==> src/rtl/ras_pkg.sv <==
// Purpose: Shared constants and types for the return-address stack block.
// Assumes: One instruction clock; the sequencer issues at most one stack operation per cycle.
// Notes: The pointer reset values, the limits and the counts used by the block live here; stack entries and saved flag words have no reset.
package ras_pkg;
    localparam int PC_WIDTH = 11;
    localparam int SP_WIDTH = 3;
    localparam int ENTRY_COUNT = 5;
    localparam int FLAG_WIDTH = 5;
    localparam int FLAG_LEVELS = 3;
    localparam int ROM_WIDTH = 16;
    localparam logic [2:0] SP_RESET = 3'h5;
    localparam logic [2:0] SP_LIMIT = 3'h6;
    localparam logic [2:0] SP_WRAP = 3'h7;
    localparam logic [1:0] FLAG_PTR_RESET = 2'h0;

    // Operation codes issued by the instruction sequencer.
    typedef enum logic [3:0] {
        OP_NONE = 4'h0,
        OP_CALL = 4'h1,
        OP_RETURN = 4'h2,
        OP_RETURN_SKIP = 4'h3,
        OP_TABLE_FIRST = 4'h4,
        OP_TABLE_SECOND = 4'h5,
        OP_INTERRUPT = 4'h6,
        OP_RETURN_INT = 4'h7,
        OP_PUSH = 4'h8,
        OP_POP = 4'h9
    } stack_op_type;

    // Table read sequencing state.
    typedef enum logic [0:0] {
        TABLE_IDLE = 1'h0,
        TABLE_FETCH = 1'h1
    } table_state_type;
endpackage : ras_pkg

==> src/rtl/stack_pointer_if.sv <==
// Purpose: Carries the stack pointer step requests and the current pointer.
// Assumes: Driven on the instruction clock.
// Notes: Shared between the top and the pointer unit.
`timescale 1ns/1ns
interface stack_pointer_if;
    logic dec;
    logic inc;
    logic [2:0] value;
    logic [2:0] next_value;
    logic underflow;
    modport owner (input dec, input inc, output value, output next_value, output underflow);
    modport user (output dec, output inc, input value, input next_value, input underflow);
endinterface : stack_pointer_if

==> src/rtl/stack_pointer_unit.sv <==
// Purpose: Three-bit wrapping stack pointer with underflow detection.
// Assumes: dec and inc are never raised together.
// Notes: The next value is exported so entry writes use the decremented pointer.
`timescale 1ns/1ns
module stack_pointer_unit
(
    input wire logic clock_in,
    input wire logic srst_in,
    stack_pointer_if.owner sp
);
    logic [2:0] stack_pointer;

    // Pointer moves by exactly one and wraps freely.
    always_comb
    begin
        if (sp.dec)
            sp.next_value = stack_pointer - 3'h1;
        else if (sp.inc)
            sp.next_value = stack_pointer + 3'h1;
        else
            sp.next_value = stack_pointer;
    end

    // A decrement from zero wraps to seven and is flagged as a fault.
    assign sp.underflow = sp.dec && (stack_pointer == 3'h0);
    assign sp.value = stack_pointer;

    // Reset leaves the pointer one above the top entry.
    always_ff @(posedge clock_in)
    begin
        if (srst_in)
            stack_pointer <= ras_pkg::SP_RESET;
        else
            stack_pointer <= sp.next_value;
    end
endmodule : stack_pointer_unit

==> src/rtl/interrupt_flag_stack.sv <==
// Purpose: Three-level circular store of saved status flags.
// Assumes: save and restore are never raised together.
// Notes: Deeper nesting overwrites the oldest level.
`timescale 1ns/1ns
module interrupt_flag_stack #(
    parameter int LEVELS = ras_pkg::FLAG_LEVELS,
    parameter int WIDTH = ras_pkg::FLAG_WIDTH
)
(
    input wire logic clock_in,
    input wire logic srst_in,
    input wire logic save_in,
    input wire logic restore_in,
    input wire logic [WIDTH-1:0] flags_in,
    output logic [WIDTH-1:0] flags_out
);
    logic [WIDTH-1:0] interrupt_flag_stack [LEVELS];
    logic [1:0] level;

    function automatic logic [1:0] step_down(input logic [1:0] v);
        step_down = (v == 2'h0) ? 2'(LEVELS - 1) : v - 2'h1;
    endfunction : step_down

    // The top of the ring is the level below the write pointer.
    assign flags_out = interrupt_flag_stack[step_down(level)];

    // Ring pointer: a fourth save reuses the oldest slot, losing it.
    always_ff @(posedge clock_in)
    begin
        if (srst_in)
            level <= ras_pkg::FLAG_PTR_RESET;
        else if (save_in)
            level <= (level == 2'(LEVELS - 1)) ? 2'h0 : level + 2'h1;
        else if (restore_in)
            level <= step_down(level);
    end

    // Flag contents need no reset; they are read only after a save.
    always_ff @(posedge clock_in)
    begin
        if (save_in)
            interrupt_flag_stack[level] <= flags_in;
    end
endmodule : interrupt_flag_stack

==> src/rtl/return_address_stack.sv <==
// Purpose: Return-address stack with pointer, entries, flag stack and fault reset.
// Assumes: The sequencer presents one operation per instruction cycle on op_in.
// Notes: Program counter, address register and data buffer updates are registered here.
`timescale 1ns/1ns

module return_address_stack #(
    parameter int PC_WIDTH = ras_pkg::PC_WIDTH,
    parameter int ENTRIES = ras_pkg::ENTRY_COUNT,
    parameter int ROM_WIDTH = ras_pkg::ROM_WIDTH
)
(
    input wire logic clock_in,
    input wire logic srst_in,
    input wire ras_pkg::stack_op_type op_in,
    input wire logic [PC_WIDTH-1:0] target_in,
    input wire logic [PC_WIDTH-1:0] vector_in,
    input wire logic [PC_WIDTH-1:0] next_pc_in,
    input wire logic [ROM_WIDTH-1:0] rom_data_in,
    input wire logic [ras_pkg::FLAG_WIDTH-1:0] status_flag_word_in,
    input wire logic address_reg_load_in,
    input wire logic [PC_WIDTH-1:0] address_reg_data_in,
    output logic [PC_WIDTH-1:0] program_counter_out,
    output logic [PC_WIDTH-1:0] program_address_reg_out,
    output logic [ROM_WIDTH-1:0] table_data_buffer_out,
    output logic [ras_pkg::FLAG_WIDTH-1:0] status_flag_word_out,
    output logic flags_restore_out,
    output logic skip_next_out,
    output logic table_busy_out,
    output logic [2:0] stack_pointer_out,
    output logic internal_reset_out
);
    logic [PC_WIDTH-1:0] return_addr_entry [ENTRIES];
    logic [PC_WIDTH-1:0] program_counter;
    logic [PC_WIDTH-1:0] program_address_reg;
    logic [ROM_WIDTH-1:0] table_data_buffer;
    logic skip_next;
    logic fault;
    logic flags_restore;
    logic saves_pc;
    logic restores_pc;
    logic entry_write;
    logic [PC_WIDTH-1:0] entry_data;
    logic [PC_WIDTH-1:0] selected_entry;
    logic [ras_pkg::FLAG_WIDTH-1:0] flag_top;
    logic [ras_pkg::FLAG_WIDTH-1:0] restored_flags;
    ras_pkg::table_state_type table_state;
    stack_pointer_if sp_bus ();

    // Entry index guarded so that an out-of-range pointer reads entry zero.
    function automatic int unsigned entry_index(input logic [2:0] p);
        entry_index = (int'(p) < ENTRIES) ? int'(p) : 0;
    endfunction : entry_index

    stack_pointer_unit u_pointer (
        .clock_in(clock_in),
        .srst_in(srst_in),
        .sp(sp_bus)
    );

    interrupt_flag_stack #(
        .LEVELS(ras_pkg::FLAG_LEVELS),
        .WIDTH(ras_pkg::FLAG_WIDTH)
    ) u_flags (
        .clock_in(clock_in),
        .srst_in(srst_in),
        .save_in(op_in == ras_pkg::OP_INTERRUPT),
        .restore_in(op_in == ras_pkg::OP_RETURN_INT),
        .flags_in(status_flag_word_in),
        .flags_out(flag_top)
    );

    // Classify the operation into pointer steps and entry traffic.
    always_comb
    begin
        saves_pc = (op_in == ras_pkg::OP_CALL) || (op_in == ras_pkg::OP_INTERRUPT)
            || (op_in == ras_pkg::OP_TABLE_FIRST);
        restores_pc = (op_in == ras_pkg::OP_RETURN) || (op_in == ras_pkg::OP_RETURN_SKIP)
            || (op_in == ras_pkg::OP_RETURN_INT) || (op_in == ras_pkg::OP_TABLE_SECOND);
        entry_write = saves_pc || (op_in == ras_pkg::OP_PUSH);
        sp_bus.dec = entry_write;
        sp_bus.inc = restores_pc || (op_in == ras_pkg::OP_POP);
        entry_data = (op_in == ras_pkg::OP_PUSH) ? program_address_reg : next_pc_in;
    end

    // Reads use the pointer before increment; writes use it after decrement.
    assign selected_entry = return_addr_entry[entry_index(sp_bus.value)];

    // Stack entries; the write lands at the already decremented pointer.
    always_ff @(posedge clock_in)
    begin
        if (entry_write)
            return_addr_entry[entry_index(sp_bus.next_value)] <= entry_data;
    end

    // Program counter loads per operation.
    always_ff @(posedge clock_in)
    begin
        if (srst_in || fault)
            program_counter <= '0;
        else
        begin
            case (op_in)
                ras_pkg::OP_CALL: program_counter <= target_in;
                ras_pkg::OP_INTERRUPT: program_counter <= vector_in;
                ras_pkg::OP_TABLE_FIRST: program_counter <= program_address_reg;
                ras_pkg::OP_RETURN,
                ras_pkg::OP_RETURN_SKIP,
                ras_pkg::OP_RETURN_INT,
                ras_pkg::OP_TABLE_SECOND: program_counter <= selected_entry;
                default: program_counter <= next_pc_in;
            endcase
        end
    end

    // Address register: pop loads from the stack, otherwise the core may load it.
    always_ff @(posedge clock_in)
    begin
        if (srst_in || fault)
            program_address_reg <= '0;
        else if (op_in == ras_pkg::OP_POP)
            program_address_reg <= selected_entry;
        else if (address_reg_load_in)
            program_address_reg <= address_reg_data_in;
    end

    // Table buffer captures ROM at the PC loaded in the first cycle.
    always_ff @(posedge clock_in)
    begin
        if (srst_in || fault)
            table_data_buffer <= '0;
        else if (op_in == ras_pkg::OP_TABLE_SECOND)
            table_data_buffer <= rom_data_in;
    end

    // Tracks the two-cycle table read so the sequencer holds its fetch.
    always_ff @(posedge clock_in)
    begin
        if (srst_in || fault)
            table_state <= ras_pkg::TABLE_IDLE;
        else
        begin
            case (table_state)
                ras_pkg::TABLE_IDLE:
                    if (op_in == ras_pkg::OP_TABLE_FIRST)
                        table_state <= ras_pkg::TABLE_FETCH;
                ras_pkg::TABLE_FETCH:
                    if (op_in == ras_pkg::OP_TABLE_SECOND)
                        table_state <= ras_pkg::TABLE_IDLE;
                default: table_state <= ras_pkg::TABLE_IDLE;
            endcase
        end
    end

    // Skip marker: the next fetched instruction is executed as no-operation.
    always_ff @(posedge clock_in)
    begin
        if (srst_in || fault)
            skip_next <= 1'b0;
        else
            skip_next <= (op_in == ras_pkg::OP_RETURN_SKIP);
    end

    // Flag restore strobe lines up with the restored PC.
    always_ff @(posedge clock_in)
    begin
        if (srst_in)
            flags_restore <= 1'b0;
        else
            flags_restore <= (op_in == ras_pkg::OP_RETURN_INT);
    end

    // Restored flags are held in a flop so that they stand while the restore strobe is high.
    // The ring has already stepped down by then, so its top is no longer the right word.
    always_ff @(posedge clock_in)
    begin
        if (srst_in)
            restored_flags <= '0;
        else if (op_in == ras_pkg::OP_RETURN_INT)
            restored_flags <= flag_top;
    end

    // Fault reset is registered to avoid a combinational loop back into the core.
    always_ff @(posedge clock_in)
    begin
        if (srst_in)
            fault <= 1'b0;
        else
            fault <= (sp_bus.underflow && saves_pc)
                || (sp_bus.next_value >= ras_pkg::SP_LIMIT);
    end

    // Outputs from flops; the pointer itself is not cleared by the fault here.
    assign program_counter_out = program_counter;
    assign program_address_reg_out = program_address_reg;
    assign table_data_buffer_out = table_data_buffer;
    assign flags_restore_out = flags_restore;
    assign status_flag_word_out = restored_flags;
    assign skip_next_out = skip_next;
    assign table_busy_out = (table_state == ras_pkg::TABLE_FETCH);
    assign stack_pointer_out = sp_bus.value;
    assign internal_reset_out = fault;
endmodule : return_address_stack

==> config.mk <==
export PLATFORM = sky130hd
export DESIGN_NAME = return_address_stack
export DESIGN_NICKNAME = d
export VERILOG_FILES = /design/src/rtl/ras_pkg.sv /design/src/rtl/stack_pointer_if.sv /design/src/rtl/stack_pointer_unit.sv /design/src/rtl/interrupt_flag_stack.sv /design/src/rtl/return_address_stack.sv
export SDC_FILE = /design/constraint.sdc
export NUM_CORES = 1
export LEC_CHECK = 0
export BUFFER_PORTS_ARGS = -buffer_cell sky130_fd_sc_hd__buf_4
export CAP_MARGIN = 25
export CORE_ASPECT_RATIO = 1.4
export CORE_MARGIN = 4
export CORE_UTILIZATION = 45
export CTS_CLUSTER_DIAMETER = 50
export DETAILED_ROUTE_END_ITERATION = 6
export PLACE_DENSITY = 0.71
export SKIP_CTS_REPAIR_TIMING = 1
export SLEW_MARGIN = 20
export SYNTH_ARGS = -nofsm -noshare
export SYNTH_HDL_FRONTEND = slang
export SYNTH_HIERARCHICAL = 1
export SYNTH_SLANG_ARGS = --single-unit
==> constraint.sdc <==
create_clock -name clock_in -period 2.8 [get_ports clock_in]
set_input_delay 0.28 -clock clock_in [delete_from_list [all_inputs] [get_ports clock_in]]
set_output_delay 0.28 -clock clock_in [all_outputs]
set_load 0.02 [all_outputs]
## Yosys cells after proc, flatten, opt, wreduce, memory -nomap -nowiden

Memories as Yosys holds them, arrays and structs flattened. A register that Yosys moved wholly into a read port is not among the register bits.
Index checks and enable logic that the tools add are counted.
Widths: inputs -> output; s select.

| word-level totals | value |
|---|---|
| register bits after elaboration | 47 |
| bits in writable memories | 70 |
| input bits | 72 |
| output and inout bits | 50 |
| word-level logic and storage cells | 64 |
| memories | 2 |

Memories:

| memory | words | width | rd ports | clocked after Yosys merged registers in | write ports | RTL line | text |
|---|---|---|---|---|---|---|---|
| return_addr_entry | 5 | 11 | 1 | 0 | 1 | return_address_stack.sv:32 | `logic [PC_WIDTH-1:0] return_addr_entry [ENTRIES];` |
| u_flags.interrupt_flag_stack | 3 | 5 | 1 | 1 | 1 | interrupt_flag_stack.sv:17 | `logic [WIDTH-1:0] interrupt_flag_stack [LEVELS];` |

| cells by class | value |
|---|---|
| $add $sub $neg | 4 |
| $lt $le $gt $ge | 3 |
| equality and inequality tests | 10 |
| muxes and demuxes | 19 |
| bitwise gates (word level) | 1 |
| reduce and logical (&&, ||, !) cells | 16 |

Operators with widths:

| cell | count |
|---|---|
| $pmux 11 s4 | 1 |
| $mux 11 | 3 |
| $eq 4x3->1 const B | 4 |
| $mux 3 | 4 |
| $logic_or 1x1->1 | 9 |
| $eq 4x2->1 const B | 2 |
| $eq 4x4->1 const B | 2 |
| $mux 2 | 4 |
| $lt 3x3->1 const B | 2 |
| $mux 1 | 6 |
| $eq 4x1->1 const B | 1 |
| $reduce_bool 2->1 | 2 |
| $reduce_or 4->1 | 1 |
| $add 3x1->3 const B | 1 |
| $ge 3x3->1 const B | 1 |
| $logic_not 3->1 | 1 |
| $sub 3x1->3 const B | 1 |
| $add 2x1->2 const B | 1 |
| $eq 2x2->1 const B | 1 |
| $logic_and 1x1->1 | 2 |
| $logic_not 2->1 | 1 |
| $pmux 1 s2 | 1 |
| $sub 2x1->2 const B | 1 |
| $not 1->1 | 1 |

## Depth between registers and ports, before layout

Gate-level depths: netlist of the first run.

| logic depth | value |
|---|---|
| depth in word-level cells | 9 |
| mapped depth | 9 |
| mapped depth without buffers | 8 |

## By module

The synthesis of the first run kept the hierarchy.

Modules (own cells, without submodules):

| module | instances | cells each | area an instance (sq um) | seq. area each (sq um) |
|---|---|---|---|---|
| return_address_stack | 1 | 403 | 4,556.9 | 2,592.5 |
| interrupt_flag_stack | 1 | 53 | 769.5 | 490.5 |
| stack_pointer_unit | 1 | 23 | 209.0 | 60.1 |

## Least setup slack after synthesis of the first run

OpenSTA, ideal clock, no wires.

| timing path | value |
|---|---|
| kind | in2reg |
| start | input op_in[2] |
| end | memory return_addr_entry[2][0] (enable) |
| library setup time | 396 ps |
| data arrival time | 2,570 ps |
| data required time | 2,404 ps |
| slack | -165 ps |
| stages on the path | 6 |
| buffers on the path | 1 |
| cells stage by stage | buf_2 > nor2b_1 > o21a_1 > or2_2 > o311ai_1 > nor3b_1 |

| between the ends | value |
|---|---|
| elaborated cells on any way between the ends | 22 |
| those cells by class | 1 x order compare; 9 x eq/ne; 5 x mux; 7 x reduce/logical |

RTL lines:

| item | RTL line | text |
|---|---|---|
| from (decl) | return_address_stack.sv:14 | `input wire ras_pkg::stack_op_type op_in,` |
| $eq 4x1->1 or $eq 4x3->1 (tied branches) | return_address_stack.sv:75 | `saves_pc = (op_in == ras_pkg::OP_CALL) \|\| (op_in == ras_pkg::OP_INTERRUPT)` |
| $logic_or 1x1->1 | return_address_stack.sv:75 |  |
| $logic_or 1x1->1 | return_address_stack.sv:76 | `\|\| (op_in == ras_pkg::OP_TABLE_FIRST);` |
| $logic_or 1x1->1 * | return_address_stack.sv:79 | `entry_write = saves_pc \|\| (op_in == ras_pkg::OP_PUSH);` |
| net entry_write | return_address_stack.sv:41 | `logic entry_write;` |
| $mux 3 * | stack_pointer_unit.sv:16 | `if (sp.dec)` |
| net sp_bus.next_value[1] | stack_pointer_if.sv:9 | `logic [2:0] next_value;` |
| $lt 3x3->1 | return_address_stack.sv:51 | `entry_index = (int'(p) < ENTRIES) ? int'(p) : 0;` |
| $mux 3 * | return_address_stack.sv:51 |  |
| to (decl) | return_address_stack.sv:32 |  |

Mark *: on every way through the listed nets, which the timed path passes. The rest lies on a longest branch.

## Final worst setup path of the first run

| timing path | value |
|---|---|
| start | input op_in[1] |
| end | memory return_addr_entry[0][6] (enable) |

| between the ends | value |
|---|---|
| word-level cells in the longest chain between the ends | 9 |
| elaborated cells on any way between the ends | 22 |
| those cells by class | 1 x order compare; 9 x eq/ne; 5 x mux; 7 x reduce/logical |

Ends and longest elaborated chain:

| item | RTL line | text |
|---|---|---|
| $eq 4x2->1 | return_address_stack.sv:77 | `restores_pc = (op_in == ras_pkg::OP_RETURN) \|\| (op_in == ras_pkg::OP_RETURN_SKIP)` |
| $logic_or 1x1->1 | return_address_stack.sv:77 |  |
| $logic_or 1x1->1 (2 in a row) | return_address_stack.sv:78 | `\|\| (op_in == ras_pkg::OP_RETURN_INT) \|\| (op_in == ras_pkg::OP_TABLE_SECOND);` |
| $logic_or 1x1->1 * | return_address_stack.sv:81 | `sp_bus.inc = restores_pc \|\| (op_in == ras_pkg::OP_POP);` |
| net sp_bus.inc | stack_pointer_if.sv:7 | `logic inc;` |
| $mux 3 * | stack_pointer_unit.sv:18 | `else if (sp.inc)` |
| $mux 3 * | stack_pointer_unit.sv:16 |  |
| net sp_bus.next_value[0] | stack_pointer_if.sv:9 |  |
| $lt 3x3->1 | return_address_stack.sv:51 |  |
| $mux 3 * | return_address_stack.sv:51 |  |

Marks and branches as above.

==> metrics.csv, run 1 <==
stage,metric,value,unit
status,status,"finished, final reports clean",
routing,vias,4243,
critical_path,reg2reg_from,u_pointer/sp.value[1]$_SDFF_PP0_,
global_routing,grt_pass1_wl,22.5,mm
synth,netlist_instances,479,
cts,tritoncts,built,
timing,hold_viol_final,0,
job,max-cap-violations,0,
cts,cts_buffers,17,
placed_design,placed_cells,730,
global_routing,grt_max_degree,46,
power,cellLeakagePower,2.87,nW
routing,via_per_inst,5.57,
layout,antenna_cells,0,
floorplan,initial_utilization,0.464,
layout,drive_above_1_share,0.327,
global_routing,track_usage,0.211,
critical_path,worst-path-buf-inv,1,
synth,synth_edf_count,70,
power,power_density,718,mW/mm2
timing,setup_viol,0,
critical_path,critPathCaptureType,flip-flop,
layout,final_cells,762,
critical_path,critPathSlowestCell,and2_1,
layout,area_growth,30.7,%
synth,yosys_most_used_dff,edfxtp_1,
synth,synth-simple-area-share,0.129,
critical_path,path_class,in2reg,
cts,clock_sinks,122,
floorplan,die_y,139,um
synth,synthAdderAreaFrac,0.0203,
placed_design,hpwl,10.9,mm
synth,synthArstFlopShare,0,
routing,wirelength,14.8,mm
timing,relSlewSlack,0.357,
critical_path,rrSetupSlack,0.53,ns
timing,fin_tns_setup,0,ns
routing,post_drt_wl_per_cell,19.5,um
placed_design,post-place-ws,0.0798,ns
global_routing,overflow,0,
global_routing,use_met3,0.0566,
timing,setup_ws,0.439,ns
timing,min_period_over_period,0.843,
timing,final-max-slew-violation-count,0,
synth,seq_area_frac_synth,0.568,
critical_path,critical-path-top-delay-family,simple AND/OR/NAND/NOR gates,
critical_path,cp_slowest_stage_delay,0.45,ns
global_routing,antenna_found_initial,0,
min_path,hp-start,status_flag_word_in[1],
floorplan,io_pins,122,
global_routing,grt_busiest_layer,met2,
synth,synth_compound_area_frac,0.177,
min_path,hold_class,in2reg,
routing,drtPass1Iterations,5,
routing,final_antenna_net_count,0,
critical_path,worstPathArrival,2.41,ns
synth,synth_nets,560,
cts,cts-root-buf,clkbuf_16,
critical_path,crit_path_start_kind,input pin,
critical_path,worstPathMaxFanout,13,
timing,timing.hold.ws,0.0608,ns
synth,yosysUniqueCellTypes,47,
synth,synthMuxAreaShare,0.0640,
timing,period_needed,2.36,ns
placed_design,numPortBuffers,121,
routing,first_iter_violations,258,
placed_design,place.gp.congestion,0.982,
layout,nets,683,
timing,rsz0062_at_grt,no,
timing,worst_pin_slew,0.960,ns
synth,syn-cell-area,0.00554,mm2
cts,clock_path_buffers,2,
global_routing,grt_use_met1,0.223,
power,vdd_drop_max,421,uV
timing,clock.fmax,0.424,GHz
power,power,5.19,mW
cts,cts-htree-levels,4,
synth,synth_warnings,6,
synth,ys_ff_latch,122,
routing,drc,0,
critical_path,startpoint,op_in[1],
global_routing,use_met2,0.390,
cts,clkTransAtPathRegs,0.06,ns
floorplan,dieWidth,102,um
critical_path,required,2.85,ns
critical_path,crit_chain,"buf_4, nor3b_1, o21ai_0, o21ai_0, nor2_1, xnor2_1, nor2_1, xor2_1, and2_1",
synth,synth_top_family_by_area,compound AO/OA/AOI/OAI gates,
cts,insertion_delay,0.41,ns
floorplan,rows,47,
floorplan,core-area,0.0119,mm2
timing,skew,0.00670,ns
synth,avgSynthCellArea,11.6,um2
global_routing,grt_pass1_vias,4295,
floorplan,die-area,0.0142,mm2
synth,synthXorXnorAreaFrac,0.00475,
## power breakdown
group          internal (mW)  switching (mW)
Sequential              1.99          0.0465
Combinational          0.331           0.445
Clock                   1.62           0.757
## logic make-up (layout without fill, tap and decap cells)
| kind of cell | Yosys count | after routing |
|---|---|---|
| fa+ha+maj | 9 | 9 |
| mux | 34 | 34 |
| flops | 122 | 122 |
| compound gates | 131 | 131 |
| xor+xnor | 3 | 3 |
| buf+inv | 40 | 176 |
| simple gates | 140 | 140 |
## sequential cells by signal, indices dropped and copies added, names as in the netlist
name and count:
return_addr_entry 55, table_data_buffer_out 16, u_flags/interrupt_flag_stack 15, program_address_reg_out 11, program_counter_out 11, status_flag_word_out 5
u_pointer/sp.value 3, u_flags/level 2, flags_restore_out 1, internal_reset_out 1, skip_next_out 1, table_busy_out 1
## worst register-to-register path, delay by kind of cell (launching register included)
family	cells	cell delay, ns
AO/OA/AOI/OAI	1	0.35
XOR/XNOR	1	0.17
adder cells (fa/ha/maj)	1	0.23
buffers and inverters	1	0.26
AND/OR/NAND/NOR	2	0.58
flip-flops	1	0.32
## metal layers
layer | up-vias | part of all wire | wire length (um)
li1 | 2025 | - | -
met1 | 2009 | 0.35 | 5200
met2 | 181 | 0.56 | 8310
met3 | 28 | 0.065 | 962
met4 | 0 | 0.025 | 372
met5 | - | 0 | 0
## synthesized netlist by cell type (12+ instances only)
| master | number | share of area |
|---|---|---|
| a211oi_1 | 22 | 0.030 |
| o21ai_0 | 13 | 0.012 |
| clkbuf_1 | 12 | 0.0081 |
| nand2_1 | 48 | 0.033 |
| mux2i_1 | 23 | 0.042 |
| edfxtp_1 | 70 | 0.38 |
| dfxtp_1 | 52 | 0.19 |
| nor3b_1 | 14 | 0.019 |
| nor2b_1 | 17 | 0.019 |
| a21oi_1 | 23 | 0.021 |
| a22oi_1 | 32 | 0.043 |
| nor2_1 | 31 | 0.021 |
| buf_2 | 15 | 0.014 |
## layout by cell type (no fill, tap or decap), types with 7 or more instances in the layout
cell type / instances
ha_1: 9
buf_4: 137
nor2b_1: 17
a21oi_1: 23
nor2_1: 31
clkbuf_16: 17
mux2i_1: 23
a22o_1: 11
nand2_1: 48
dfxtp_1: 52
edfxtp_1: 70
mux2_2: 11
a22oi_1: 32
o21bai_1: 11
o211ai_2: 10
nor3b_1: 12
o21ai_0: 13
a211oi_1: 22
inv_1: 7
## stage by stage
stage / util / cell area, um2
floorplan: - / 5550
CTS: 0.606 / 7230
finish: 0.606 / 7230
global route: 0.606 / 7230
detailed placement: 0.551 / 6580
global placement: 0.551 / 6570
## final cells by class
class                           count  area [um2]
Inverter                            7        26.3
Tap cell                          147         184
Multi-Input combinational cell    317        2200
Timing Repair Buffer              137        1030
Clock inverter                     12         196
Clock buffer                       20         457
Sequential cell                   122        3140
Fill cell                         958        4700
## path summary, 6_finish.rpt
path | to | depth (start not counted)
max reg2reg | return_addr_entry[0][6]$_DFFE_PP_ | 6
min reg2reg | table_data_buffer_out[9]$_SDFFE_PP0P_ | 2
min | u_flags/interrupt_flag_stack[0][1]$_DFFE_PP_ | 1
max | return_addr_entry[0][6]$_DFFE_PP_ | 9
(Power assumes the default switching activity.)
==> run 2, diff against run 1 <==
--- a/config.mk
+++ b/config.mk
@@ -12,7 +12,7 @@
 export CORE_UTILIZATION = 45
 export CTS_CLUSTER_DIAMETER = 50
 export DETAILED_ROUTE_END_ITERATION = 6
-export PLACE_DENSITY = 0.71
+export PLACE_DENSITY = 0.68
 export SKIP_CTS_REPAIR_TIMING = 1
 export SLEW_MARGIN = 20
 export SYNTH_ARGS = -nofsm -noshare
==> constraint.sdc (replaced) <==
create_clock -name clock_in -period 2.25 [get_ports clock_in]
set_input_delay 0.225 -clock clock_in [delete_from_list [all_inputs] [get_ports clock_in]]
set_output_delay 0.225 -clock clock_in [all_outputs]
set_load 0.02 [all_outputs]
==> metrics.csv, run 2 (synthesized netlist as in run 1, its figures left out) <==
stage,metric,value,unit,change
critical_path,r2r_cells,7,,was 6
placed_design,place.gp.congestion,0.879,,was 0.982
floorplan,core-area,0.0119,mm2,unchanged
placed_design,place_area,0.00679,mm2,was 0.00658 mm2
timing,hold_viol_final,0,,unchanged
critical_path,rrSetupSlack,0.25,ns,was 0.53 ns
min_path,whs_path_depth,3,,was 1
placed_design,numPortBuffers,121,,unchanged
global_routing,track_usage,0.215,,was 0.211
routing,wirelength,14.9,mm,was 14.8 mm
layout,layout_commonest_cell,buf_4,,unchanged
layout,fillCellCount,942,,was 958
critical_path,worstPathArrival,2.11,ns,was 2.41 ns
cts,cts-root-buf,clkbuf_16,,unchanged
power,power_density,833,mW/mm2,was 718 mW/mm2
power,cellLeakagePower,2.96,nW,was 2.87 nW
cts,insertion_delay,0.41,ns,about the same
routing,drtPass1Iterations,5,,unchanged
layout,largest_reg_flops,55,,unchanged
layout,nets,701,,was 683
timing,timing.hold.ws,0.0167,ns,was 0.0608 ns
global_routing,overflow,0,,unchanged
routing,post_drt_wl_per_cell,19.1,um,was 19.5 um
critical_path,critPathCaptureType,flip-flop,,unchanged
timing,relSlewSlack,0.584,,was 0.357
critical_path,worstPathMaxFanout,11,,was 13
floorplan,die_y,139,um,unchanged
timing,min_period_over_period,0.890,,
critical_path,startpoint,u_pointer/sp.value[0]$_SDFF_PP1_,,was op_in[1]
timing,final-max-slew-violation-count,0,,unchanged
layout,stdcell_area,0.00743,mm2,was 0.00723 mm2
cts,clkTransAtPathRegs,0.06,ns,about the same
min_path,hold_class,in2reg,,unchanged
critical_path,reg2reg_from,u_pointer/sp.value[0]$_SDFF_PP1_,,was u_pointer/sp.value[1]$_SDFF_PP0_
global_routing,grt_max_degree,46,,unchanged
power,vdd_drop_max,671,uV,was 421 uV
layout,largest-register,return_addr_entry,,unchanged
cts,clock_path_buffers,2,,unchanged
routing,first_iter_violations,197,,was 258
timing,fin_tns_setup,0,ns,unchanged
cts,cts-htree-levels,4,,unchanged
layout,utilization,0.622,,was 0.606
timing,period_needed,2.00,ns,
placed_design,hpwl,10.9,mm,about the same
status,status,"finished, final reports clean",,unchanged
global_routing,grt_pass1_vias,4356,,"was 4,295"
cts,cts_buffers,17,,unchanged
critical_path,path_class,reg2reg,,was in2reg
cts,tritoncts,built,,unchanged
global_routing,grt_pass1_wl,22.7,mm,was 22.5 mm
layout,area_growth,34.2,%,was 30.7%
layout,antenna_cells,0,,unchanged
routing,vias,4295,,"was 4,243"
min_path,hp-start,vector_in[6],,was status_flag_word_in[1]
timing,worst_pin_slew,0.622,ns,was 0.960 ns
floorplan,die-area,0.0142,mm2,unchanged
timing,setup_viol,0,,unchanged
job,max-cap-violations,0,,unchanged
cts,clock_sinks,122,,unchanged
layout,drive_above_1_share,0.346,,was 0.327
timing,rsz0062_at_grt,no,,unchanged
layout,final_cells,780,,was 762
floorplan,initial_utilization,0.464,,unchanged
floorplan,io_pins,122,,unchanged
placed_design,placed_cells,743,,was 730
routing,via_per_inst,5.51,,was 5.57
timing,clock.fmax,0.499,GHz,
critical_path,required,2.36,ns,was 2.85 ns
routing,drc,0,,unchanged
floorplan,dieWidth,102,um,unchanged
critical_path,endpoint,return_addr_entry[0][7]$_DFFE_PP_,,was return_addr_entry[0][6]$_DFFE_PP_
floorplan,rows,47,,unchanged
global_routing,antenna_found_initial,0,,unchanged
critical_path,crit_path_start_kind,flip-flop,,was input pin
timing,skew,0.00877,ns,was 0.00670 ns
layout,layout_common_cells,"buf_4 (146), edfxtp_1 (70), dfxtp_1 (51)",,"was buf_4 (137), edfxtp_1 (70), dfxtp_1 (52)"
critical_path,r2r_end,return_addr_entry[0][7]$_DFFE_PP_,,was return_addr_entry[0][6]$_DFFE_PP_
routing,final_antenna_net_count,0,,unchanged
-- run 2: cell count changes in the layout (fill, tap and decap cells not counted), sizes merged --
cell	before	now
clkinvlp	3	2
dlygate4sd3	0	5
bufinv	5	1
clkbuf	20	25
buf	137	150
-- run 2: per-stage QoR --
stage,worst slack [ns],power (mW)
floorplan,-0.0323,3.19
global route,0.107,6.42
detailed placement,-0.0741,3.61
CTS,0.0530,6.22
global placement,0.00809,3.59
finish,0.247,6.19
-- run 2: worst max-delay path, stage by stage (launching register included) --
cell and delay, ns:
dfxtp_2 0.40, inv_1 0.08, ha_1 0.31, nand2b_1 0.18, o311ai_4 0.13, nor2_1 0.15, xor2_1 0.18, and2_4 0.26
-- run 2: cell type report --
| class | count | area, um2 | share of cell area |
|---|---|---|---|
| Inverter | 7 | 26.3 | 0.00354 |
| Clock inverter | 7 | 62.6 | 0.00842 |
| Clock buffer | 25 | 517 | 0.0696 |
| Timing Repair Buffer | 155 | 1230 | 0.165 |
| Sequential cell | 122 | 3140 | 0.423 |
| Multi-Input combinational cell | 317 | 2270 | 0.305 |
| Tap cell | 147 | 184 | 0.0248 |
-- run 2: how the worst min path moves through the flow --
stage	endpoint	slack, ns
floorplan	u_flags/level[0]$_SDFFE_PP0P_	0.29
global placement	u_flags/interrupt_flag_stack[2][0]$_DFFE_PP_	0.42
detailed placement	u_flags/interrupt_flag_stack[1][0]$_DFFE_PP_	0.42
CTS	u_flags/interrupt_flag_stack[0][0]$_DFFE_PP_	-0.007
global route	u_flags/interrupt_flag_stack[0][1]$_DFFE_PP_	0.002
finish	program_counter_out[6]$_SDFF_PP0_	0.02
-- run 2: layer usage --
layer | GRT usage | part of all wire
met4 | 0.0882 | 0.030
met3 | 0.0576 | 0.055
met5 | 0 | 0
met2 | 0.398 | 0.56
met1 | 0.222 | 0.36
-- run 2: where the power goes --
| part | internal (mW) | switching (mW) |
|---|---|---|
| logic | 0.469 | 0.568 |
| registers | 2.48 | 0.0619 |
| clock network | 1.69 | 0.922 |
| total | 4.64 | 1.55 |
